[src/include/stx_pkg.sv]
// Package for the SPI transfer begin/end and status block.
// Assumes one clock domain; all users reference names as stx_pkg::name.
package stx_pkg;
	localparam int unsigned WIDTH_DEFAULT    = 32'd8;
	localparam int unsigned RATIO_DEFAULT    = 32'd16;
	localparam int unsigned NUM_SEL_DEFAULT  = 32'd1;
	localparam int unsigned FIFO_DEPTH       = 32'd4;
	localparam int unsigned SR_RX_EMPTY      = 32'd0;
	localparam int unsigned SR_RX_FULL       = 32'd1;
	localparam int unsigned SR_TX_EMPTY      = 32'd2;
	localparam int unsigned SR_TX_FULL       = 32'd3;
	localparam int unsigned SR_MODE_FAULT    = 32'd4;
	localparam int unsigned IR_MODE_FAULT    = 32'd0;
	localparam int unsigned IR_SLV_MODE_FAULT_FLAG      = 32'd1;
	localparam int unsigned IR_TX_EMPTY      = 32'd2;
	localparam int unsigned IR_UNDERRUN      = 32'd3;
	localparam int unsigned IR_RX_FULL       = 32'd4;
	localparam int unsigned IR_TX_HALF       = 32'd6;
	localparam logic [4:0]  STATUS_RESET     = 5'h05;
	localparam logic [7:0]  INTR_RESET       = 8'h00;

	typedef struct packed {
		logic master;
		logic cpol;
		logic cpha;
		logic lsb_first;
		logic enable;
		logic fifo_mode;
		logic multi_io;
		logic execute_in_place;
	} stx_cfg_t;

	typedef struct packed {
		logic sck;
		logic sel_n;
		logic mosi;
	} stx_pins_t;
endpackage

[src/hw/stx_core.sv]
// SPI transfer control: begin/end of transfers, status and interrupt flags.
// Assumes pins come from outside the domain and a single core clock.
// Summary of operation
// - Slave, phase zero: falling select edge begins a transfer.
// - Slave, phase one: first clock edge after selection begins a transfer.
// - Select released mid transfer aborts and resets shifter and bit counter.
// - Slave drives its first transmit bit on the falling select edge in phase zero, on the first clock edge in phase one.
// - Slave transfer start with no transmit data raises underrun interrupt.
// - Without FIFOs, receive-full status bit 1 marks each transfer end.
// - Received data available raises interrupt status bit 4.
// - Receive register captures word on same edge receive-full interrupt rises.
// - Master end clears receive-empty bit 0, transmit-full and status bit 3.
// - Master end sets receive-full status bit 1, and transmit-empty bit 2 when no transmit word is queued.
// - Receive-full, slave mode-fault and interrupt bit 1 set after last cycle.
// - Phase one end edge is supplied by the internal clock counter.
// - One counter makes status and interrupt bits update in the same cycle.
// - With FIFOs, flags report only the first and last of a burst.
// - Transmit FIFO half empty raises interrupt status bit 6.
// - Slave end-of-transfer flag updates match master timing in phase one; phase zero waits for a clock edge.
// - Width is 8, 16 or 32; fixed 8 in multi-line and execute-in-place.
// - Serial clock is reference divided by power-of-two ratio 2 to 2048.
// - Multi-line and execute-in-place force divide ratio 2.
// - Select count 1 to 32, fixed at one in execute-in-place.

////////////////////////////////////////////////////////////////////////////////

module stx_fifo #(
	parameter int unsigned WIDTH = 32'd8,
	parameter int unsigned DEPTH = 32'd4
) (
	input  wire logic             core_clk_in,
	input  wire logic             arst_n_in,
	input  wire logic             in_valid_in,
	output logic                  in_ready_out,
	input  wire logic [WIDTH-1:0] in_data_in,
	output logic                  out_valid_out,
	input  wire logic             out_ready_in,
	output logic      [WIDTH-1:0] out_data_out,
	output logic [$clog2(DEPTH):0] count_out
);
	localparam int unsigned AW = $clog2(DEPTH);
	logic [WIDTH-1:0] mem [DEPTH];
	logic [AW-1:0]    wr_ptr, rd_ptr, next_wr_ptr, next_rd_ptr;
	logic [AW:0]      count, next_count;
	logic             push, pop;

	always_comb begin
		push = in_valid_in && in_ready_out;
		pop = out_valid_out && out_ready_in;
		next_wr_ptr = push ? AW'(wr_ptr + 1'b1) : wr_ptr;
		next_rd_ptr = pop ? AW'(rd_ptr + 1'b1) : rd_ptr;
		next_count = (AW+1)'(count + {AW'(0), push} - {AW'(0), pop});
	end

	always_ff @(posedge core_clk_in or negedge arst_n_in) begin
		if (!arst_n_in) begin
			wr_ptr <= '0;
			rd_ptr <= '0;
			count <= '0;
		end else begin
			wr_ptr <= next_wr_ptr;
			rd_ptr <= next_rd_ptr;
			count <= next_count;
		end
	end

	// Storage has no reset so it maps to distributed memory.
	always_ff @(posedge core_clk_in) begin
		if (push) begin
			mem[wr_ptr] <= in_data_in;
		end
	end

	assign in_ready_out = (count != (AW+1)'(DEPTH));
	assign out_valid_out = (count != '0);
	assign out_data_out = mem[rd_ptr];
	assign count_out = count;
endmodule

////////////////////////////////////////////////////////////////////////////////

module stx_core #(
	parameter int unsigned WIDTH   = stx_pkg::WIDTH_DEFAULT,
	parameter int unsigned RATIO   = stx_pkg::RATIO_DEFAULT,
	parameter int unsigned NUM_SEL = stx_pkg::NUM_SEL_DEFAULT
) (
	input  wire logic                 core_clk_in,
	input  wire logic                 arst_n_in,
	input  wire stx_pkg::stx_cfg_t    cfg_in,
	input  wire logic [NUM_SEL-1:0]   sel_reg_in,
	input  wire logic                 tx_valid_in,
	output logic                      tx_ready_out,
	input  wire logic [WIDTH-1:0]     tx_data_in,
	output logic                      rx_valid_out,
	input  wire logic                 rx_ready_in,
	output logic      [WIDTH-1:0]     rx_data_out,
	output logic      [2:0]           tx_level_out,
	output logic      [WIDTH-1:0]     receive_data_reg_out,
	output logic      [4:0]           serial_status_reg_out,
	output logic      [7:0]           intr_status_reg_out,
	input  wire logic [7:0]           intr_clear_in,
	output logic                      transfer_done_flag_out,
	input  wire stx_pkg::stx_pins_t   pins_in,
	output logic                      sck_out,
	output logic                      sck_oe_out,
	output logic                      mosi_out,
	output logic                      mosi_oe_out,
	output logic                      miso_out,
	output logic                      miso_oe_out,
	input  wire logic                 miso_in,
	output logic      [NUM_SEL-1:0]   sel_n_out
);
	typedef enum logic [3:0] {
		STX_IDLE  = 4'h1,
		STX_SHIFT = 4'h2,
		STX_END   = 4'h4,
		STX_DONE  = 4'h8
	} stx_state_t;

	function automatic logic [5:0] eff_bits(input stx_pkg::stx_cfg_t c);
		eff_bits = (c.multi_io || c.execute_in_place) ? 6'd8 : 6'(WIDTH);
	endfunction

	function automatic logic [11:0] eff_half(input stx_pkg::stx_cfg_t c);
		eff_half = (c.multi_io || c.execute_in_place) ? 12'd1 : 12'(RATIO / 2);
	endfunction

	stx_state_t       state, next_state;
	logic [2:0]       sck_s1, sck_s2, sck_s3;
	logic             sck_sync, sel_sync, mosi_sync, sck_prev, sel_prev;
	logic             miso_s1, miso_s2;
	logic [11:0]      div, next_div;
	logic [5:0]       bitcnt, next_bitcnt;
	logic             phase, next_phase;
	logic             sck_int, next_sck_int;
	logic [WIDTH-1:0] shreg, next_shreg;
	logic [WIDTH-1:0] rdr, next_rdr;
	logic [4:0]       sr, next_sr;
	logic [7:0]       isr, next_isr;
	logic             burst, next_burst;
	logic             tx_half_prev;
	logic             f_valid, f_pop, rx_push, rx_in_ready;
	logic [WIDTH-1:0] f_data;
	logic [2:0]       f_count;
	logic             sel_fall, sel_rise, sck_edge, start, abort, end_evt, slave;
	logic             sample_bit, din;
	logic [5:0]       nbits;
	logic             out_q, next_out_q;

	stx_fifo #(.WIDTH(WIDTH), .DEPTH(stx_pkg::FIFO_DEPTH)) u_tx_fifo (
		.core_clk_in  (core_clk_in),
		.arst_n_in    (arst_n_in),
		.in_valid_in  (tx_valid_in),
		.in_ready_out (tx_ready_out),
		.in_data_in   (tx_data_in),
		.out_valid_out(f_valid),
		.out_ready_in (f_pop),
		.out_data_out (f_data),
		.count_out    (f_count)
	);

	stx_fifo #(.WIDTH(WIDTH), .DEPTH(stx_pkg::FIFO_DEPTH)) u_rx_fifo (
		.core_clk_in  (core_clk_in),
		.arst_n_in    (arst_n_in),
		.in_valid_in  (rx_push),
		.in_ready_out (rx_in_ready),
		.in_data_in   (next_rdr),
		.out_valid_out(rx_valid_out),
		.out_ready_in (rx_ready_in),
		.out_data_out (rx_data_out),
		.count_out    ()
	);

	////////////////////////////////////////////////////////////////////////////////
	// Pin inputs pass two flops; edge detection reads only the second stage onward.

	always_ff @(posedge core_clk_in or negedge arst_n_in) begin
		if (!arst_n_in) begin
			sck_s1 <= 3'h2;
			sck_s2 <= 3'h2;
			sck_s3 <= 3'h2;
			miso_s1 <= 1'b0;
			miso_s2 <= 1'b0;
			tx_half_prev <= 1'b1;
		end else begin
			sck_s1 <= {pins_in.sck, pins_in.sel_n, pins_in.mosi};
			sck_s2 <= sck_s1;
			sck_s3 <= sck_s2;
			miso_s1 <= miso_in;
			miso_s2 <= miso_s1;
			tx_half_prev <= (f_count <= 3'(stx_pkg::FIFO_DEPTH / 2));
		end
	end

	always_comb begin
		sck_sync = sck_s2[2];
		sel_sync = sck_s2[1];
		mosi_sync = sck_s2[0];
		sck_prev = sck_s3[2];
		sel_prev = sck_s3[1];
	end

	////////////////////////////////////////////////////////////////////////////////

	always_comb begin
		slave = !cfg_in.master;
		nbits = eff_bits(cfg_in);
		sel_fall = slave && sel_prev && !sel_sync;
		sel_rise = slave && !sel_prev && sel_sync;
		sck_edge = slave && (sck_prev != sck_sync) && !sel_sync;
		abort = (state == STX_SHIFT) && (slave ? sel_rise : !cfg_in.enable);
		start = 1'b0;
		if (state == STX_IDLE) begin
			if (slave) begin
				start = cfg_in.cpha ? (sck_edge && !sel_fall) : sel_fall;
			end else begin
				start = cfg_in.enable && f_valid;
			end
		end
		next_state = state;
		next_div = div;
		next_bitcnt = bitcnt;
		next_phase = phase;
		next_sck_int = sck_int;
		next_shreg = shreg;
		next_rdr = rdr;
		next_burst = burst;
		next_out_q = out_q;
		end_evt = 1'b0;
		f_pop = 1'b0;
		sample_bit = 1'b0;
		din = slave ? mosi_sync : miso_s2;
		unique case (state)
			STX_IDLE: begin
				next_sck_int = cfg_in.cpol;
				next_div = '0;
				next_bitcnt = '0;
				next_phase = 1'b0;
				if (start) begin
					next_state = STX_SHIFT;
					next_shreg = f_valid ? f_data : '0;
					next_out_q = cfg_in.lsb_first ? next_shreg[0] : next_shreg[WIDTH-1];
					f_pop = f_valid;
					if (slave && cfg_in.cpha) begin
						next_phase = 1'b1;
					end
				end
			end
			STX_SHIFT: begin
				if (slave) begin
					// slave ends at the same edge count as a master.
					if (sck_edge) begin
						next_phase = !phase;
						sample_bit = (phase == cfg_in.cpha);
					end
				end else if (div == 12'(eff_half(cfg_in) - 1)) begin
					next_div = '0;
					next_sck_int = !sck_int;
					next_phase = !phase;
					sample_bit = (phase == cfg_in.cpha);
				end else begin
					next_div = 12'(div + 1'b1);
				end
				if (sample_bit) begin
					next_shreg = cfg_in.lsb_first ? {din, shreg[WIDTH-1:1]}
						: {shreg[WIDTH-2:0], din};
					next_bitcnt = 6'(bitcnt + 1'b1);
					if (6'(bitcnt + 1'b1) == nbits) begin
						next_state = STX_END;
						next_div = '0;
					end
				end
				if (next_phase != phase && !sample_bit) begin
					next_out_q = cfg_in.lsb_first ? shreg[0] : shreg[WIDTH-1];
				end
				if (abort) begin
					next_state = STX_IDLE;
					next_bitcnt = '0;
					next_shreg = '0;
				end
			end
			STX_END: begin
				// the half-period counter supplies the closing edge, except a phase-zero slave waits for a clock edge.
				if (slave && !cfg_in.cpha ? sck_edge : div == 12'(eff_half(cfg_in) - 1)) begin
					next_state = STX_DONE;
				end else begin
					next_div = 12'(div + 1'b1);
				end
				if (abort || (slave && sel_rise)) begin
					next_state = STX_IDLE;
					next_bitcnt = '0;
				end
			end
			STX_DONE: begin
				end_evt = 1'b1;
				next_rdr = cfg_in.lsb_first ? shreg : shreg;
				next_sck_int = cfg_in.cpol;
				next_state = STX_IDLE;
				next_burst = cfg_in.fifo_mode && f_valid;
			end
		endcase
	end

	assign rx_push = end_evt && rx_in_ready;

	always_ff @(posedge core_clk_in or negedge arst_n_in) begin
		if (!arst_n_in) begin
			state <= STX_IDLE;
			div <= '0;
			bitcnt <= '0;
			phase <= 1'b0;
			sck_int <= 1'b0;
			shreg <= '0;
			rdr <= '0;
			burst <= 1'b0;
			out_q <= 1'b0;
		end else begin
			state <= next_state;
			div <= next_div;
			bitcnt <= next_bitcnt;
			phase <= next_phase;
			sck_int <= next_sck_int;
			shreg <= next_shreg;
			rdr <= next_rdr;
			burst <= next_burst;
			out_q <= next_out_q;
		end
	end

	////////////////////////////////////////////////////////////////////////////////
	// Flags set and clear together on the end event; a set beats a same-cycle clear.

	always_comb begin
		logic report;
		report = end_evt && !(cfg_in.fifo_mode && burst && f_valid);
		next_sr = sr;
		next_isr = isr & ~intr_clear_in;
		if (report) begin
			next_sr[stx_pkg::SR_RX_EMPTY] = 1'b0;
			next_sr[stx_pkg::SR_TX_FULL] = 1'b0;
			next_sr[stx_pkg::SR_TX_EMPTY] = 1'b1;
			next_sr[stx_pkg::SR_RX_FULL] = 1'b1;
			next_isr[stx_pkg::IR_RX_FULL] = 1'b1;
			next_isr[stx_pkg::IR_SLV_MODE_FAULT_FLAG] = slave && sel_sync;
			next_isr[stx_pkg::IR_TX_EMPTY] = !f_valid;
		end
		if (start && slave && !f_valid) begin
			next_isr[stx_pkg::IR_UNDERRUN] = 1'b1;
		end
		if (cfg_in.fifo_mode && !tx_half_prev && (f_count <= 3'(stx_pkg::FIFO_DEPTH / 2))) begin
			next_isr[stx_pkg::IR_TX_HALF] = 1'b1;
		end
		if (rx_valid_out && rx_ready_in) begin
			next_sr[stx_pkg::SR_RX_FULL] = report;
			next_sr[stx_pkg::SR_RX_EMPTY] = !report;
		end
		if (f_valid) begin
			next_sr[stx_pkg::SR_TX_EMPTY] = 1'b0;
		end
	end

	always_ff @(posedge core_clk_in or negedge arst_n_in) begin
		if (!arst_n_in) begin
			sr <= stx_pkg::STATUS_RESET;
			isr <= stx_pkg::INTR_RESET;
		end else begin
			sr <= next_sr;
			isr <= next_isr;
		end
	end

	////////////////////////////////////////////////////////////////////////////////

	always_comb begin
		sck_out = sck_int;
		sck_oe_out = cfg_in.master;
		mosi_out = out_q;
		mosi_oe_out = cfg_in.master && cfg_in.enable;
		miso_out = out_q;
		miso_oe_out = slave && !sel_sync;
		sel_n_out = '1;
		if (cfg_in.master && state != STX_IDLE) begin
			sel_n_out = sel_reg_in;
		end
		if (cfg_in.execute_in_place) begin
			for (int i = 1; i < NUM_SEL; i++) sel_n_out[i] = 1'b1;
		end
	end

	assign tx_level_out = f_count;
	assign receive_data_reg_out = rdr;
	assign serial_status_reg_out = sr;
	assign intr_status_reg_out = isr;
	assign transfer_done_flag_out = sr[stx_pkg::SR_RX_FULL];
endmodule

[config.mk]
export PLATFORM = sky130hd
export DESIGN_NAME = stx_core
export DESIGN_NICKNAME = d
export VERILOG_FILES = /design/src/include/stx_pkg.sv /design/src/hw/stx_core.sv
export SDC_FILE = /design/constraint.sdc
export NUM_CORES = 1
export LEC_CHECK = 0
export BUFFER_PORTS_ARGS = -buffer_cell sky130_fd_sc_hd__buf_2
export CORE_UTILIZATION = 50
export DETAILED_ROUTE_END_ITERATION = 12
export PLACE_DENSITY = 0.7
export REMOVE_ABC_BUFFERS = 1
export SLEW_MARGIN = 20
export SYNTH_ARGS = -nofsm -noshare
export SYNTH_HDL_FRONTEND = slang
export SYNTH_SLANG_ARGS = --single-unit
[constraint.sdc]
create_clock -name core_clk_in -period 4.5 [get_ports core_clk_in]
set_input_delay 0.9 -clock core_clk_in [delete_from_list [all_inputs] [get_ports core_clk_in]]
set_output_delay 0.9 -clock core_clk_in [all_outputs]
set_load 0.05 [all_outputs]
==> results of run 1 <==
## state kept, by name, indices dropped and copies added, names as in the netlist, 4 cells and up
| signal | count |
|---|---|
| u_rx_fifo.mem | 32 |
| u_tx_fifo.mem | 32 |
| div | 12 |
| intr_status_reg_out | 8 |
| receive_data_reg_out | 8 |
| shreg | 8 |
| bitcnt | 6 |
| state | 4 |
## synthesized netlist by cell type (all sizes together) (5+ instances only)
master | instances | area (um^2)
mux4 | 16 | 360
nand2 | 66 | 250
a31oi | 5 | 31.3
dfstp | 7 | 184
mux2i | 9 | 93.8
or3 | 6 | 37.5
inv | 26 | 97.6
buf | 13 | 82.6
o211ai | 5 | 37.5
ha | 15 | 188
mux2 | 10 | 113
and3 | 8 | 56.3
clkbuf | 10 | 37.5
nor3 | 9 | 45.0
nand3 | 10 | 50.1
o21ai | 29 | 149
xor2 | 5 | 43.8
xnor2 | 9 | 78.8
edfxtp | 64 | 1920
nor4 | 6 | 43.8
a21oi | 15 | 97.6
o31ai | 9 | 81.3
and2 | 8 | 50.1
dfrtp | 71 | 1780
nor2 | 20 | 75.1
## stage by stage
step / area, um^2 / std cells / hold slack [ns] / utilization, %
3_5_place_dp: 7020 / 737 / 0.341 / 55.4
5_1_grt: 7610 / 769 / 0.359 / 60.0
3_3_place_gp: 7020 / 737 / 0.335 / 55.4
2_1_floorplan: 6410 / 490 / 0.331 / -
4_1_cts: 7600 / 769 / 0.356 / 60.0
6_report: 7610 / 769 / 0.355 / 60.0
## worst max path at each step
stage                               from                                to  slack, ns  cells past startpoint
floorplan                      cfg_in[7]  u_tx_fifo.count_out[2]$_DFF_PN0_       1.42                     10
global route        state[2]$_DFFE_PN0P_  u_rx_fifo.count_out[2]$_DFF_PN0_       1.28                      7
CTS                            cfg_in[7]  u_tx_fifo.count_out[2]$_DFF_PN0_       1.43                     11
detailed placement             cfg_in[7]  u_tx_fifo.count_out[2]$_DFF_PN0_        1.0                     11
global placement               cfg_in[7]  u_tx_fifo.count_out[2]$_DFF_PN0_       1.05                     11
finish                         cfg_in[7]  u_tx_fifo.count_out[2]$_DFF_PN0_       1.42                     11
## cell type report
cell class                      instances  area, um^2
Clock buffer                           18         450
Tap cell                              172         215
Inverter                               26        97.6
Sequential cell                       142        3880
Timing Repair Buffer                   75         389
Multi-Input combinational cell        322        2440
Fill cell                            1037        5060
Clock inverter                         14         131
## metal layers
| layer | track usage [%] | share of wire (%) | vias up |
|---|---|---|---|
| li1 | - | - | 2037 |
| met1 | 28.1 | 44 | 2099 |
| met2 | 34.4 | 48 | 133 |
| met3 | 4.98 | 5.4 | 24 |
| met4 | 9.66 | 2.4 | 0 |
| met5 | 0 | 0 | - |
## kinds of logic (layout without fill, tap and decap cells)
family,Yosys count,in the layout,share of synthesized area (%)
compound gates,95,95,10.6
xor+xnor,14,14,1.88
fa+ha+maj,17,17,3.49
buf+inv,49,133,3.33
flops,142,142,59.4
mux,35,35,8.68
other cells,1,2,0.0574
simple gates,159,159,12.6
## worst max-delay path, cell delays in order
cell and delay (ns):
buf_2 0.22, or4b_2 0.69, o21ai_1 0.14, o21ai_2 0.12, nor2_1 0.26, ha_1 0.28, inv_1 0.06, ha_1 0.13
inv_1 0.05, fa_1 0.36, xor2_1 0.17
## power by group
| group | switching [uW] | internal [uW] |
|---|---|---|
| logic | 859 | 567 |
| clock network | 552 | 800 |
| registers | 250 | 1580 |
| total | 1660 | 2950 |
==> metrics.txt, run 1 <==
#FFs+latches synth 142; pin count of the biggest net entering global routing 79; part of the cycle the worst path needs 68.5%; remaining global-route overflow 0; GRT Total Usage 21.5%; Die Y-Extent between 100 and 150 um; vias in the first global route 4260; Place WS 0.995 ns; Via Count 4293; Max transition margin 51.4%; R2R Setup Slk ~1.5 ns; CTS Buffer Depth 2; H-tree depth 4; cts repair resizes 0; synthesized cell area 6530 um^2; Setup TNS 0 ns; worst reg2reg startpoint state[2]$_DFFE_PN0P_; io pins 75; Hold Crit Depth 0; Leakage 0.00327 uW; Pwr Total 4610 uW; R2R depth 7; unrepaired setup endpoints after global routing false; commonest non-fill, non-tap cells in the layout dfrtp_1, buf_2, nand2_1, edfxtp_1, o21ai_0; Clock transition at path regs ~0.060 ns; global-route wire length before repair approximately 22000 um; # port buffers approximately 70; Antenna Cells 0; reg2reg end u_rx_fifo.count_out[2]$_DFF_PN0_; CTS tree built; drt wl/cell 17.3 um; max-slew violations 0; Post-synth ARST share a little over half; Post-DRT Antenna Nets 0; Area Overhead vs Synth 16.5%; GP Congestion 0.887; CP arrival approximately 3.4 ns; status finished clean; clock period minus worst slack 3.08 ns; drt via density between 5 and 6; Post-CTS Hold Fix Bufs 0; CTS Root Cell clkbuf_16; Clock Latency Late Sink 0.42 ns; Max Clock Freq 0.324 GHz; share of layout cells above drive strength 1 26.8%; HP Start miso_s1$_DFF_PN0_; drt pass-1 iters 5; Setup CP Type input port to flip-flop; Worst EP required around 4.8 ns; Starting DRT DRC Count 292; FP Rows 41; post-detailed-route DRC marker count 0; Post-Synthesis Cells 512; VDD IR max about 0.47 mV; post-CTS setup buffers 0; clock buffer count from CTS 17; largest fanout on the critical path 21; initial antenna violation count 0; Clock Skew 0.00935 ns; DIE WIDTH 116 um; startpoint class of the critical path input port; post-synth cell types 77; Hold Path Class flip-flop to flip-flop; CP endpoint kind flip-flop; Post-synth EDFFs 64; Max Cap Viol 0; Primary FF master, synth dfrtp_1; clk sinks around 140; register area share after synthesis ~60%; Die ar. approximately 14000 um^2; P per Cell Area 606 nW/um^2; slack of the critical path between 1 and 1.5 ns; # setup viols final 0; Starting Density 51.5%; final wirelength 13300 um; Hold EP miso_s2$_DFF_PN0_; Fin. Hold Viols 0; nets@finish 634; mean area per synthesized cell 12.8 um^2; Core ar. 12700 um^2; Slew @ Worst Pin 0.723 ns; Syn. warnings 0; hpwl dp 9340 um
Power figures use the tool's default switching activity.
==> run 2: changes to the inputs <==
- clock period: 4.5 -> 3.2 ns (I/O delays scaled with it)
==> metrics.txt, run 2 (synthesis results as in run 1) <==
clock period minus worst slack 2.72 ns; Starting Density 51.5%; cts repair resizes 0; final wirelength ~13000 um; remaining global-route overflow 0; Area Overhead vs Synth 17.4%; # fillers 1004; Worst path max stage delay 0.57 ns; CP endpoint kind flip-flop; clock buffer count from CTS 17; Clock Skew 0.0165 ns; area of the multi-input gates 2440 um^2; H-tree depth 4; Leakage roughly 0.0033 uW; Hold Path Class input port to async pin; initial antenna violation count 0; Starting DRT DRC Count between 300 and 400; share of layout cells above drive strength 1 27.3%; Via Count 4395; CP arrival between 3 and 4 ns; commonest non-fill, non-tap cells in the layout dfrtp_1, buf_2, nand2_1, edfxtp_1, o21ai_0; GP Congestion ~0.90; Setup TNS 0 ns; part of the cycle the worst path needs 84.9%; Top Registers u_rx_fifo.mem: 32 flops, u_tx_fifo.mem: 32 flops, div: 12 flops; Max Cap Viol 0; drt pass-1 iters 5; Max Clock Freq 0.368 GHz; worst-path cell chain or4b_2, o21ai_1, o21ai_2, nor2_1, ha_1, inv_1, ha_1, inv_1, fa_1, xor2_1; GRT Total Usage 22.0%; Clock Latency Late Sink roughly 0.42 ns; design area 7660 um^2; drt via density 5.63; P per Cell Area 841 nW/um^2; Post-DRT Antenna Nets 0; vias in the first global route 4331; Die Y-Extent approximately 120 um; CP max-delay cell or4b_2; Slew @ Worst Pin 0.729 ns; VDD IR max 0.580 mV; Post-CTS Hold Fix Bufs 0; global-route wire length before repair 21800 um; max-slew violations 0; status finished clean; Core ar. about 13000 um^2; startpoint class of the critical path flip-flop; Placed Area 7100 um^2; DIE WIDTH 116 um; pin count of the biggest net entering global routing 79; Max transition margin around 51%; CTS Root Cell clkbuf_16; Die ar. between 10000 and 15000 um^2; hpwl dp ~9400 um; nets@finish between 600 and 700; post-CTS setup buffers 0; Antenna Cells 0; # port buffers 72; hold_ws 0.248 ns; Worst EP required 3.49 ns; Setup CP Type flip-flop to flip-flop; Fin. Hold Viols 0; CTS Buffer Depth 2; largest fanout on the critical path 4; post-detailed-route DRC marker count 0; unrepaired setup endpoints after global routing false; CTS tree built; register area ~3900 um^2; # setup viols final 0; clk sinks ~140; Clock transition at path regs 0.06 ns; io pins 75; drt wl/cell 17.0 um; FP Rows 41
==> run 2: worst max-delay path, delay by kind of cell, from the launching register on <==
kind / cells / cell delay [ns]
XOR/XNOR: 1 / 0.17
flip-flops: 1 / 0.54
AND/OR/NAND/NOR: 2 / 0.73
AO/OA/AOI/OAI: 2 / 0.28
adder cells (fa/ha/maj): 3 / 0.77
buffers and inverters: 2 / 0.11
==> run 2: routing by layer <==
metal / part of all wire (%) / up-vias / track usage, %
met5: 0 / - / 0
met4: 2.4 / 0 / 10.6
met3: 5.2 / 28 / 5.86
met2: 49 / 124 / 34.9
met1: 44 / 2200 / 28.2
li1: - / 2043 / -
==> run 2: final cells by class <==
type | instances | area share (%)
clock buffer | 20 | 5.70
clock inverter | 12 | 1.57
inverter | 26 | 1.27
multi-input combinational | 322 | 31.8
sequential | 142 | 50.7
tap | 172 | 2.81
timing repair buffer | 86 | 6.15
==> run 2: stage by stage <==
| stage | worst slack (ns) | total power (uW) | instances | utilization (%) |
|---|---|---|---|---|
| final | 0.485 | 6440 | 780 | 60.5 |
| after global routing | 0.362 | 6820 | 780 | 60.5 |
| after CTS | 0.487 | 6500 | 780 | 60.5 |
| after detailed placement | 0.185 | 4630 | 748 | 56.1 |
| after global placement | 0.246 | 4560 | 748 | 56.1 |
| after floorplan | 0.380 | 4020 | 490 | - |
==> run 2: path summary, 6_finish.rpt <==
| kind | slack, ns | startpoint | to | cells past startpoint |
|---|---|---|---|---|
| worst max-delay path | 0.48 | sck_s3[1]$_DFF_PN1_ | u_tx_fifo.count_out[2]$_DFF_PN0_ | 10 |
| worst min-delay path | 0.25 | arst_n_in | div[0]$_DFFE_PN0P_ | 1 |
| worst max register to register | 0.48 | sck_s3[1]$_DFF_PN1_ | u_tx_fifo.count_out[2]$_DFF_PN0_ | 10 |
| worst min register to register | 0.36 | sck_s1[1]$_DFF_PN1_ | sck_s2[1]$_DFF_PN1_ | 0 |
| max in group asynchronous | 2.45 | arst_n_in | shreg[7]$_DFFE_PN0P_ | 1 |
| min in group core_clk_in | 0.32 | pins_in[1] | sck_s1[1]$_DFF_PN1_ | 1 |
==> run 2: power by group <==
| group | switching [uW] | leakage [uW] | internal [uW] | total (uW) |
|---|---|---|---|---|
| Sequential | 354 | 0.00166 | 2230 | 2580 |
| Clock | 714 | 0.000269 | 1140 | 1850 |
| Combinational | 1190 | 0.00139 | 821 | 2010 |
| Total | 2260 | 0.00332 | 4180 | 6440 |
==> run 3: changes to the inputs <==
- ABC_AREA: unset -> 1
- clock period: 3.2 -> 2.5 ns (I/O delays scaled with it)
==> metrics.txt, run 3 <==
status finished clean; CTS tree built; mean area per synthesized cell ~9.1 um^2; VDD IR max about 0.66 mV; Primary FF master, synth dfrtp_1; crit path from state[0]$_DFFE_PN1P_; vias in the first global route 5274; most common cell in the netlist nand2_1; Syn. warnings 0; FP Rows 42; Clock Latency Late Sink approximately 0.43 ns; synthesized cell area 6910 um^2; io pins 75; hold_ws 0.0510 ns; Post-Synthesis Cells 763; clk sinks 142; clock period minus worst slack 2.35 ns; final wirelength 15200 um; post-CTS setup buffers 0; fin util 61.1%; # port buffers 72; nets@finish 902; post-synth cell types 37; Core ar. 13300 um^2; part of the cycle the worst path needs approximately 94%; Commonest cells post-synth nand2_1, nor2_1, inv_1; Leakage approximately 0.0038 uW; # setup viols final 0; Area Overhead vs Synth 18.1%; CTS Root Cell clkbuf_16; post-detailed-route DRC marker count 0; initial antenna violation count 0; Post-DRT Antenna Nets 0; Fin. Hold Viols 0; max-slew violations 0; most common cell after layout, fill and taps aside nand2_1; Top Registers u_rx_fifo.mem: 32 flops, u_tx_fifo.mem: 32 flops, div: 12 flops; drt pass-1 iters 5; share of layout cells above drive strength 1 18.7%; Die Y-Extent 120 um; H-tree depth 4; global-route wire length before repair 25200 um; Starting DRT DRC Count 437; pin count of the biggest net entering global routing 40; Max transition margin between 40 and 50%; Yosys top cell area share 27.8%; Post-synth ARST share a little over half; worst reg2reg startpoint state[0]$_DFFE_PN1P_; remaining global-route overflow 0; Max Clock Freq 0.425 GHz; Clock transition at path regs 0.06 ns; Clock Skew about 0.0073 ns; hpwl dp 10900 um; Slew @ Worst Pin 0.878 ns; Via Count 5455; CP arrival about 2.7 ns; # fillers 1126; drt wl/cell roughly 15 um; GRT Total Usage 22.9%; largest fanout on the critical path 4; Post-synth EDFFs 64; Max Cap Viol 0; Synth area leaders edfxtp_1, dfrtp_1, nand2_1; Hold Path Class input port to async pin; register area share after synthesis 56.2%; Starting Density 51.8%; Worst EP required 2.82 ns; Synth area leader edfxtp_1; clock buffer count from CTS 17; drt via density 5.24; unrepaired setup endpoints after global routing false; startpoint class of the critical path flip-flop; Setup CP Type flip-flop to flip-flop; P per Cell Area about 1300 nW/um^2; Die ar. around 14000 um^2; CP endpoint kind flip-flop; CTS Buffer Depth 2; commonest non-fill, non-tap cells in the layout nand2_1, nor2_1, inv_1, dfrtp_1, buf_2; DIE WIDTH 120 um; GP Congestion between 0.8 and 0.9; #FFs+latches synth 142
-- run 3: cell types whose count changed in the layout (fill, tap and decap cells not counted), sizes merged, moves of 8 or more --
cell	before	now
a21oi	15	26
and2	8	0
and3	8	0
buf	86	97
inv	27	91
mux2	10	0
mux4	16	0
nand2	66	171
nand3	10	55
nor2	20	114
o21ai	29	69
o22ai	2	16
o31ai	9	1
-- run 3: logic make-up after synthesis --
logic type / count (synthesis) / share of synthesized area, %
compound gates: 116 / 8.89
xor+xnor: 15 / 1.90
fa+ha+maj: 17 / 3.30
buf+inv: 113 / 6.90
flops: 142 / 56.2
mux: 3 / 0.435
other cells: 1 / 0.0543
simple gates: 356 / 22.3
-- run 3: metal layers --
| metal | global-route usage [%] | wire length (um) | vias to the layer above |
|---|---|---|---|
| met4 | 10.5 | 467 | 0 |
| met2 | 37.3 | 7320 | 167 |
| met3 | 4.80 | 826 | 32 |
| met5 | 0 | 0 | - |
| met1 | 29.4 | 6590 | 2569 |
| li1 | - | - | 2687 |
-- run 3: final timing paths --
path,end,slack [ns],cells after the start
worst max-delay path,u_tx_fifo.count_out[2]$_DFF_PN0_,0.15,10
max in group asynchronous,serial_status_reg_out[0]$_DFFE_PN1P_,1.78,2
worst min-delay path,u_tx_fifo.wr_ptr[0]$_DFFE_PN0P_,0.05,1
worst max register to register,u_tx_fifo.count_out[2]$_DFF_PN0_,0.15,10
worst min register to register,sck_s2[0]$_DFF_PN0_,0.36,0
min in group core_clk_in,sck_s1[1]$_DFF_PN1_,0.18,1
-- run 3: cell type report --
type / count / area, um^2 / area share (%)
Antenna cell: 1 / 2.50 / 0.0307
Inverter: 85 / 319 / 3.91
Multi-Input combinational cell: 509 / 2550 / 31.3
Clock buffer: 19 / 443 / 5.43
Tap cell: 176 / 220 / 2.70
Sequential cell: 142 / 3880 / 47.6
Clock inverter: 13 / 175 / 2.15
Timing Repair Buffer: 97 / 563 / 6.90
-- run 3: power by group --
group	internal [uW]	switching, uW
clock	1620	1010
combinational	1320	3040
sequential	3070	452
-- run 3: through the flow --
stage / power [uW] / worst slack, ns / instances / instance area, um^2 / TNS (ns)
after floorplan: 6640 / -0.150 / 736 / 6750 / -0.267
after global placement: 7740 / 0.0796 / 1009 / 7540 / 0
after detailed placement: 7920 / -0.00301 / 1009 / 7540 / -0.00301
after CTS: 10600 / 0.105 / 1041 / 8160 / 0
after global routing: 11200 / 0.0217 / 1041 / 8160 / 0
final: 10500 / 0.147 / 1042 / 8160 / 0
-- run 3: critical path, cell delays in order, from the launching register on --
cell and delay, ns:
dfstp_2 0.57, nand3_1 0.12, inv_1 0.13, nand4_1 0.20, nor2_2 0.18, ha_1 0.25
inv_1 0.06, ha_1 0.14, inv_1 0.05, fa_1 0.38, xor2_1 0.17
-- run 3: timing repair --
action,CTS,global route
setup endpoints to repair,0,1
gates resized for setup,0,1
hold buffers,0,0
